===== config.mk =====
export PLATFORM = sky130hd
export DESIGN_NAME = vsl_loader
export DESIGN_NICKNAME = d
export VERILOG_FILES = /design/src/rtl/vsl_ms_tick.v /design/src/rtl/vsl_decode.v /design/src/rtl/vsl_loader.v
export VERILOG_INCLUDE_DIRS = /design/src /design/src/rtl
export SDC_FILE = /design/constraint.sdc
export NUM_CORES = 1
export LEC_CHECK = 0
export ABC_AREA = 1
export BUFFER_PORTS_ARGS = -buffer_cell sky130_fd_sc_hd__clkbuf_2
export CORE_MARGIN = 3
export CORE_UTILIZATION = 45
export CTS_CLUSTER_DIAMETER = 30
export DETAILED_ROUTE_END_ITERATION = 10
export MAX_ROUTING_LAYER = met4
export PLACE_DENSITY = 0.75
export SLEW_MARGIN = 0
export SYNTH_ARGS = -nofsm -noshare
export SYNTH_HDL_FRONTEND = slang
export SYNTH_SLANG_ARGS = --single-unit

===== constraint.sdc =====
create_clock -name ref_clk -period 12.9 [get_ports ref_clk]
set_clock_uncertainty 0.15 [all_clocks]
set_input_delay 1.935 -clock ref_clk [delete_from_list [all_inputs] [get_ports ref_clk]]
set_output_delay 1.935 -clock ref_clk [all_outputs]
set_load 0.05 [all_outputs]

===== src/rtl/vsl_regs.vh =====
// Purpose: Shared constants for the setpoint start-up loader
// Assumes: 100 MHz ref_clk, APB register access
// Notes:   Setpoints in 10 mV units; times in ms
`ifndef VSL_REGS_VH
`define VSL_REGS_VH
// Register byte offsets
`define VSL_CTRL_OFF        12'h000
`define VSL_STATUS_OFF      12'h004
`define VSL_VOUT_CMD_OFF    12'h008
`define VSL_DELAY_CFG_OFF   12'h00c
`define VSL_VOUT_OUT_OFF    12'h010
`define VSL_CEIL_OUT_OFF    12'h014
`define VSL_ID_OFF          12'h018
// Control field positions
`define VSL_CTRL_RESTORE    0
`define VSL_CTRL_SHARE      1
`define VSL_CTRL_AUTOCOMP   2
`define VSL_CTRL_LOWPWR     3
`define VSL_CTRL_NVM_VALID  4
// Reset values
`define VSL_VOUT_DEFAULT    10'h03c
`define VSL_ID_VALUE        32'h5a5a_0001
// Setpoint limits, 10 mV units
`define VSL_VOUT_MIN        10'h03c
`define VSL_OUTPUT_CEILING        10'h1f4
// Timing in ms and clocks
`define VSL_CLK_MHZ         100
`define VSL_MS_CYCLES       (`VSL_CLK_MHZ * 1000)
`define VSL_NVM_MS          6'd5
`define VSL_MIN_DLY_A_MS    6'd5
`define VSL_MIN_DLY_B_MS    6'd10
`define VSL_MIN_DLY_C_MS    6'd15
// Four-state pin codes
`define VSL_PIN_LOW         2'h0
`define VSL_PIN_OPEN        2'h1
`define VSL_PIN_HIGH        2'h2
`define VSL_PIN_RES         2'h3
`endif


===== src/rtl/vsl_ms_tick.v =====
// Purpose: Millisecond enable pulse from ref_clk
// Assumes: Cycles per ms given by parameter
// Notes:   Restarts from zero while clear is high
`timescale 1ns/100ps
`default_nettype none
module vsl_ms_tick #(
    parameter [31:0] CYCLES = 32'd100000
) (
    input  wire        ref_clk,
    input  wire        reset,
    input  wire        clear,
    output reg         tick
);
    reg [31:0] cnt_reg;

    // Free divider; clear realigns to the start of a step
    always @(posedge ref_clk) begin
        if (reset || clear) begin
            cnt_reg <= 32'h0000_0000;
            tick    <= 1'b0;
        end else if (cnt_reg == CYCLES - 32'd1) begin
            cnt_reg <= 32'h0000_0000;
            tick    <= 1'b1;
        end else begin
            cnt_reg <= cnt_reg + 32'd1;
            tick    <= 1'b0;
        end
    end
endmodule
`default_nettype wire


===== src/rtl/vsl_decode.v =====
// Purpose: Setpoint decode from the two multi-mode pins
// Assumes: Pin modes and resistor indexes already synchronised
// Notes:   Pure combinational; result in 10 mV units
`timescale 1ns/100ps
`default_nettype none
`include "vsl_regs.vh"
module vsl_decode (
    input  wire [1:0]  fine_mode,
    input  wire [1:0]  coarse_mode,
    input  wire [4:0]  fine_index,
    input  wire [4:0]  coarse_index,
    output reg  [9:0]  setpoint,
    output reg         valid
);
    reg [9:0] strap_tab;
    reg [9:0] single_tab;

    // Nine-entry strap table, coarse row then fine column
    always @* begin
        case ({coarse_mode, fine_mode})
            4'h0: strap_tab = 10'd60;
            4'h1: strap_tab = 10'd80;
            4'h2: strap_tab = 10'd100;
            4'h4: strap_tab = 10'd120;
            4'h5: strap_tab = 10'd150;
            4'h6: strap_tab = 10'd180;
            4'h8: strap_tab = 10'd250;
            4'h9: strap_tab = 10'd330;
            4'ha: strap_tab = 10'd500;
            default: strap_tab = 10'd0;
        endcase
    end

    // Single-resistor table; codes 25..30 are the wide resistors
    always @* begin
        if (coarse_index <= 5'd14)
            single_tab = 10'd60 + {5'h00, coarse_index} * 10'd5;
        else if (coarse_index <= 5'd24)
            single_tab = 10'd130 + ({5'h00, coarse_index} - 10'd14) * 10'd10;
        else begin
            case (coarse_index)
                5'd25:   single_tab = 10'd250;
                5'd26:   single_tab = 10'd300;
                5'd27:   single_tab = 10'd330;
                5'd28:   single_tab = 10'd400;
                5'd29:   single_tab = 10'd500;
                5'd30:   single_tab = 10'd550;
                default: single_tab = 10'd0;
            endcase
        end
    end

    // Mode select; unmatched resistor yields invalid
    always @* begin
        setpoint = 10'd0;
        valid    = 1'b0;
        if (coarse_mode == `VSL_PIN_RES && fine_mode == `VSL_PIN_LOW) begin
            setpoint = single_tab;
            valid    = (coarse_index <= 5'd30);
        end else if (coarse_mode == `VSL_PIN_RES && fine_mode == `VSL_PIN_RES) begin
            setpoint = {5'h00, fine_index} + {5'h00, coarse_index} * 10'd25;
            valid    = (fine_index <= 5'd24) && (coarse_index <= 5'd24)
                       && (setpoint >= `VSL_VOUT_MIN)
                       && (setpoint <= `VSL_OUTPUT_CEILING);
        end else if (coarse_mode != `VSL_PIN_RES && fine_mode != `VSL_PIN_RES) begin
            setpoint = strap_tab;
            valid    = (strap_tab != 10'd0);
        end
    end
endmodule
`default_nettype wire


===== src/rtl/vsl_loader.v =====
// Purpose: Start-up sequencer and output setpoint selector
// Assumes: Pin and resistor measurements arrive as async levels
// Notes:   APB slave holds setpoint command, delay and mode bits
`timescale 1ns/100ps
`default_nettype none
`include "vsl_regs.vh"
module vsl_loader #(
    parameter [31:0] MS_CYCLES = `VSL_MS_CYCLES
) (
    input  wire        ref_clk,
    input  wire        reset,
    input  wire        psel,
    input  wire        penable,
    input  wire        pwrite,
    input  wire [11:0] paddr,
    input  wire [31:0] pwdata,
    output wire        pready,
    output reg  [31:0] prdata,
    output wire        pslverr,
    input  wire        enable_pin,
    input  wire [1:0]  setpoint_fine_pin,
    input  wire [1:0]  setpoint_coarse_pin,
    input  wire [4:0]  fine_index,
    input  wire [4:0]  coarse_index,
    input  wire [1:0]  soft_start_pin,
    output reg  [9:0]  vout_target,
    output reg  [10:0] output_ceiling,
    output reg  [4:0]  ramp_ms,
    output reg         ramp_start,
    output reg         ramping,
    output wire        device_ready
);
    // Sequencer states
    localparam [2:0] ST_POWER = 3'd0;
    localparam [2:0] ST_NVM   = 3'd1;
    localparam [2:0] ST_PINS  = 3'd2;
    localparam [2:0] ST_READY = 3'd3;
    localparam [2:0] ST_DELAY = 3'd4;
    localparam [2:0] ST_RAMP  = 3'd5;

    reg [2:0]  state_reg;
    reg [2:0]  state_next;
    reg [5:0]  ms_cnt_reg;
    reg [4:0]  ctrl_reg;
    reg [9:0]  vout_cmd_reg;
    reg [5:0]  delay_cfg_reg;
    reg        restore_reg;
    reg [15:0] pin_meta_reg;
    reg [15:0] pin_sync_reg;
    reg [1:0]  en_sync_reg;
    reg [5:0]  min_dly;
    reg [5:0]  eff_dly;
    wire       ms_tick;
    wire       step_clear;
    wire [9:0] dec_setpoint;
    wire       dec_valid;
    wire       wr_acc;
    wire       addr_ok;
    wire       en_s;
    wire [1:0] ss_mode_s;
    wire [1:0] fine_mode_s;
    wire [1:0] coarse_mode_s;
    wire [4:0] fine_idx_s;
    wire [4:0] coarse_idx_s;
    wire       nvm_done;
    wire       delay_done;
    wire       pins_load;
    wire       cmd_legal;

    // Pins cross two flops; only the second stage is read.
    // Each pin keeps its own index; the pin step samples them long after
    // they settle, so a multi-bit skew in the flops cannot be loaded.
    always @(posedge ref_clk) begin
        if (reset) begin
            pin_meta_reg <= 16'h0000;
            pin_sync_reg <= 16'h0000;
            en_sync_reg  <= 2'h0;
        end else begin
            pin_meta_reg <= {soft_start_pin, setpoint_fine_pin, setpoint_coarse_pin,
                             fine_index, coarse_index};
            pin_sync_reg <= pin_meta_reg;
            en_sync_reg  <= {en_sync_reg[0], enable_pin};
        end
    end
    assign en_s = en_sync_reg[1];

    // Synchronised pin fields
    assign ss_mode_s     = pin_sync_reg[15:14];
    assign fine_mode_s   = pin_sync_reg[13:12];
    assign coarse_mode_s = pin_sync_reg[11:10];
    assign fine_idx_s    = pin_sync_reg[9:5];
    assign coarse_idx_s  = pin_sync_reg[4:0];

    vsl_ms_tick #(
        .CYCLES (MS_CYCLES)
    ) u_tick (
        .ref_clk (ref_clk),
        .reset   (reset),
        .clear   (step_clear),
        .tick    (ms_tick)
    );

    vsl_decode u_dec (
        .fine_mode    (fine_mode_s),
        .coarse_mode  (coarse_mode_s),
        .fine_index   (fine_idx_s),
        .coarse_index (coarse_idx_s),
        .setpoint     (dec_setpoint),
        .valid        (dec_valid)
    );

    // Mode-dependent minimum delay; mode bits come from config
    always @* begin
        if (ctrl_reg[`VSL_CTRL_SHARE] && (ctrl_reg[`VSL_CTRL_AUTOCOMP] ||
            ctrl_reg[`VSL_CTRL_LOWPWR]))
            min_dly = `VSL_MIN_DLY_C_MS;
        else if (ctrl_reg[`VSL_CTRL_LOWPWR])
            min_dly = `VSL_MIN_DLY_B_MS;
        else
            min_dly = `VSL_MIN_DLY_A_MS;
        // Short configured delays are lifted to the minimum
        if (delay_cfg_reg < min_dly)
            eff_dly = min_dly;
        else
            eff_dly = delay_cfg_reg;
    end

    // Step completion strobes; the NVM and delay strobes fire on the last millisecond tick
    assign nvm_done   = ms_tick && (ms_cnt_reg == `VSL_NVM_MS - 6'd1);
    assign delay_done = ms_tick && (ms_cnt_reg == eff_dly - 6'd1);
    assign pins_load  = (state_reg == ST_PINS);
    // Out-of-range host setpoints are stored but never adopted
    assign cmd_legal  = wr_acc && (paddr == `VSL_VOUT_CMD_OFF) &&
                        (pwdata[9:0] >= `VSL_VOUT_MIN) &&
                        (pwdata[9:0] <= `VSL_OUTPUT_CEILING);

    // Sequencer; each step waits for the previous to complete
    always @* begin
        state_next = state_reg;
        case (state_reg)
            ST_POWER: state_next = ST_NVM;
            ST_NVM:   if (nvm_done)
                          state_next = ST_PINS;
            ST_PINS:  state_next = ST_READY;
            ST_READY: if (en_s)
                          state_next = ST_DELAY;
            ST_DELAY: if (!en_s)
                          state_next = ST_READY;
                      else if (delay_done)
                          state_next = ST_RAMP;
            ST_RAMP:  if (!en_s)
                          state_next = ST_READY;
            default:  state_next = ST_POWER;
        endcase
        if (restore_reg)
            state_next = ST_NVM;
    end

    assign step_clear = (state_next != state_reg);

    // State and millisecond step counter
    always @(posedge ref_clk) begin
        if (reset) begin
            state_reg  <= ST_POWER;
            ms_cnt_reg <= 6'h00;
        end else begin
            state_reg <= state_next;
            // Counter restarts on every step change
            if (step_clear)
                ms_cnt_reg <= 6'h00;
            else if (ms_tick)
                ms_cnt_reg <= ms_cnt_reg + 6'h01;
        end
    end

    // Setpoint and ceiling; an unmatched pin code keeps the old target
    always @(posedge ref_clk) begin
        if (reset) begin
            vout_target    <= `VSL_VOUT_DEFAULT;
            output_ceiling <= 11'h042;
        end else begin
            if (pins_load && dec_valid) begin
                vout_target    <= dec_setpoint;
                output_ceiling <= {1'b0, dec_setpoint} +
                                  {1'b0, dec_setpoint} / 11'd10;
            end
            // Ceiling stays pin-derived; only the target follows the host
            if (cmd_legal)
                vout_target <= pwdata[9:0];
        end
    end

    // Soft-start ramp time, latched with the other pin settings
    always @(posedge ref_clk) begin
        if (reset)
            ramp_ms <= 5'h02;
        else if (pins_load) begin
            case (ss_mode_s)
                `VSL_PIN_LOW:  ramp_ms <= 5'd2;
                `VSL_PIN_OPEN: ramp_ms <= 5'd5;
                default:       ramp_ms <= 5'd10;
            endcase
        end
    end

    // One-cycle ramp start and the ramping level
    always @(posedge ref_clk) begin
        if (reset) begin
            ramp_start <= 1'b0;
            ramping    <= 1'b0;
        end else begin
            ramp_start <= (state_reg == ST_DELAY) && (state_next == ST_RAMP);
            ramping    <= (state_next == ST_RAMP);
        end
    end

    // Bus writes only once loading is done
    assign device_ready = (state_reg >= ST_READY) && (state_reg <= ST_RAMP);
    assign wr_acc = psel && penable && pwrite && device_ready;
    assign addr_ok = (paddr == `VSL_CTRL_OFF) || (paddr == `VSL_STATUS_OFF) ||
                     (paddr == `VSL_VOUT_CMD_OFF) || (paddr == `VSL_DELAY_CFG_OFF) ||
                     (paddr == `VSL_VOUT_OUT_OFF) || (paddr == `VSL_CEIL_OUT_OFF) ||
                     (paddr == `VSL_ID_OFF);
    assign pready  = 1'b1;
    // Error on unmapped address or write while busy loading
    assign pslverr = psel && penable && (!addr_ok || (pwrite && !device_ready));

    // Config registers; restore pulse self-clears
    always @(posedge ref_clk) begin
        if (reset) begin
            ctrl_reg      <= 5'h00;
            vout_cmd_reg  <= `VSL_VOUT_DEFAULT;
            delay_cfg_reg <= 6'h00;
            restore_reg   <= 1'b0;
        end else begin
            restore_reg <= 1'b0;
            if (wr_acc) begin
                case (paddr)
                    `VSL_CTRL_OFF: begin
                        ctrl_reg    <= {1'b0, pwdata[3:1], 1'b0};
                        restore_reg <= pwdata[`VSL_CTRL_RESTORE];
                    end
                    `VSL_VOUT_CMD_OFF:  vout_cmd_reg  <= pwdata[9:0];
                    `VSL_DELAY_CFG_OFF: delay_cfg_reg <= pwdata[5:0];
                    default: ;
                endcase
            end
        end
    end

    // Read mux, registered data out
    always @(posedge ref_clk) begin
        if (reset)
            prdata <= 32'h0000_0000;
        else if (psel && !penable && !pwrite) begin
            case (paddr)
                `VSL_CTRL_OFF:      prdata <= {27'h0, ctrl_reg};
                `VSL_STATUS_OFF:    prdata <= {24'h0, ramping, device_ready,
                                               3'h0, state_reg};
                `VSL_VOUT_CMD_OFF:  prdata <= {22'h0, vout_cmd_reg};
                `VSL_DELAY_CFG_OFF: prdata <= {26'h0, delay_cfg_reg};
                `VSL_VOUT_OUT_OFF:  prdata <= {22'h0, vout_target};
                `VSL_CEIL_OUT_OFF:  prdata <= {21'h0, output_ceiling};
                `VSL_ID_OFF:        prdata <= `VSL_ID_VALUE; // Arbitrary value
                default:            prdata <= 32'h0000_0000;
            endcase
        end
    end
endmodule
`default_nettype wire


==> reports/results.ini <==
[die]
die_x_um=149
start_util=0.465
fp-row-count=51
floorplan.die.height_um=149
die_area_sq_um=22200
core_sq_um=19800
io_pins=129

[logic_synthesis]
ys_warn_count=0
post_synth.cell_area_avg_sq_um=7.09
yosysSeqAreaShare=0.309
synth_top_area_frac=0.309
synth_edf_count=0
synth_area_leaders=dfxtp_1 31%, ha_1 9.1%, nand2_1 8.9%
syn_area_sq_um=9210
synthCells=1299
synth_cell_types=61
ys_ff_latch=142
ys.flop_type=dfxtp_1
yosysTopAreaCell=dfxtp_1
async_flop_share=0

[placement]
place_area_sq_um=9780
portBuffers=91
gp_congestion=0.943
numPlacedInstances=1622
dp_hpwl_mm=16.9

[cells_and_area]
layout_commonest_cell=nand2_1
regArea_sq_um=2840
design_area_sq_um=10400
area_growth_pct=12.8
largest_register_ffs=32
diodes=0
mostFrequentLayoutCells=218 x nand2_1, 204 x inv_1, 148 x nor2_1, 142 x dfxtp_1, 91 x clkbuf_2
layoutNonFillerInstCount=1654
multi_input_area_sq_um=5300
drive_gt1_frac=0.140
fillers=1923
nets=1517

[global_routing]
grt_antenna_before_repair=0
overflow=0
grt_busiest_layer=met2
grt_pass1_wl_mm=36.6
use_met1=0.260
use_met3=0.0398
grt_pass1_vias=7983
grtUsageTotal=0.204
grt_max_degree=68
use_met2=0.326

[sta]
finalHoldViolations=0
grt_setup_unrepaired=no
report.final.slew_viol_count=0
period_share=0.557
whs_ns=0.245
worst_slew_pin_slew_ns=1.08
setup-tns-final_ns=0
min_period_ns=7.18
max-slew-margin-rel=0.272
timing.fmax_ghz=0.139
setup_viol=0

[pwr]
p_leak_nw=4.90
vdd_drop_max_mv=0.0954
power_density_nw_per_um2=109
report.power.total_mw=1.13

[setup_path]
crit_top_cell=nand2_1
r2r_slack_ns=5.72
cp.required_ns=13.10
start_kind=flop
reg2reg_from=pin_sync_reg[1]
path_class=flop to flop
worstSetupStartpoint=pin_sync_reg[1]
max_stage_delay_ns=0.62
path_max_fanout=9
cp.arrival_ns=7.38
cp-end-kind=flop
r2r_cells=46
critPathSlowestCell=dfxtp_1
worstReg2RegEnd=output_ceiling[9]

[detailed_routing]
via_per_inst=5.13
first_iter_violations=559
wirelength_mm=21.8
vias=8480
avgRoutedWirePerCell_um=13.2
ant_nets=0
drcViolationCount=0
drt_first_pass_iters=6

[clocking]
clockBufferDepth=2
root_buffer=clkbuf_16
cts_setup_buffers=0
postCtsResizedCells=0
numCtsBuffers=17
ctsHoldBuffers=0
cts_tree=built
insertion_delay_ns=0.42
cts.clk_slew.worst_paths_ns=0.07
clock_sinks=142
htreeDepth=4

[min_path]
min_from=en_sync_reg[0]
hold_end=en_sync_reg[1]
hold_class=flop to flop
hold_path_depth=2

[run_status]
status=completed

[run]
cap_violations=0

kinds of logic after synthesis:
| kind of cell | synth area share |
|---|---|
| buffers and inverters | 0.122 |
| adder cells (fa/ha/maj) | 0.108 |
| XOR/XNOR | 0.0523 |
| flip-flops | 0.309 |
| AND/OR/NAND/NOR | 0.269 |
| other | 0.000816 |
| AO/OA/AOI/OAI | 0.138 |
worst max-delay path: cells and delay by family (launching register included):
| family | cells | cell delay, ns |
|---|---|---|
| simple gates | 22 | 2.11 |
| flops | 1 | 0.62 |
| buf+inv | 9 | 0.66 |
| compound gates | 10 | 1.76 |
| fa+ha+maj | 5 | 1.82 |
cells in the mapped netlist (13+ instances only):
library cell / n
inv_2: 13
nor2_1: 148
nor3_1: 22
a21oi_1: 81
nand2_2: 19
clkbuf_1: 16
nand4_1: 22
buf_4: 26
nand2_1: 218
nor4_1: 13
nand3_1: 69
ha_1: 67
o21ai_0: 59
dfxtp_1: 142
inv_1: 204
xor2_1: 44
worst max-delay path by stage:
stage	to	slack [ns]	cells after the start
floorplan	output_ceiling[9]	6.75	47
global placement	output_ceiling[9]	5.92	49
detailed placement	output_ceiling[9]	5.77	46
CTS	output_ceiling[9]	5.76	49
global route	output_ceiling[9]	5.02	46
finish	output_ceiling[9]	5.72	46
layer usage:
| metal | part of all wire | up-vias | wire length [um] |
|---|---|---|---|
| met1 | 0.46 | 3817 | 10100 |
| met5 | 0 | - | 0 |
| li1 | - | 4348 | - |
| met3 | 0.062 | 46 | 1340 |
| met4 | 0.027 | 0 | 583 |
| met2 | 0.45 | 269 | 9790 |
power by group:
part / switching [mW] / total (mW) / internal, mW
logic: 0.120 / 0.182 / 0.0615
clock network: 0.206 / 0.498 / 0.292
registers: 0.00555 / 0.452 / 0.446
total: 0.332 / 1.13 / 0.800
area by class of cell:
| class | instances | share of cell area |
|---|---|---|
| Clock buffer | 17 | 0.0410 |
| Multi-Input combinational cell | 900 | 0.510 |
| Inverter | 220 | 0.0798 |
| Clock inverter | 15 | 0.0170 |
| Sequential cell | 142 | 0.274 |
| Tap cell | 265 | 0.0319 |
| Timing Repair Buffer | 95 | 0.0467 |
through the flow:
stage                     setup slack [ns]  utilization
final                                 5.72        0.525
after global routing                  5.02        0.525
after CTS                             5.76        0.525
after detailed placement              5.77        0.495
after global placement                5.92        0.495
after floorplan                       6.75            -
Power figures use the tool's default switching activity.
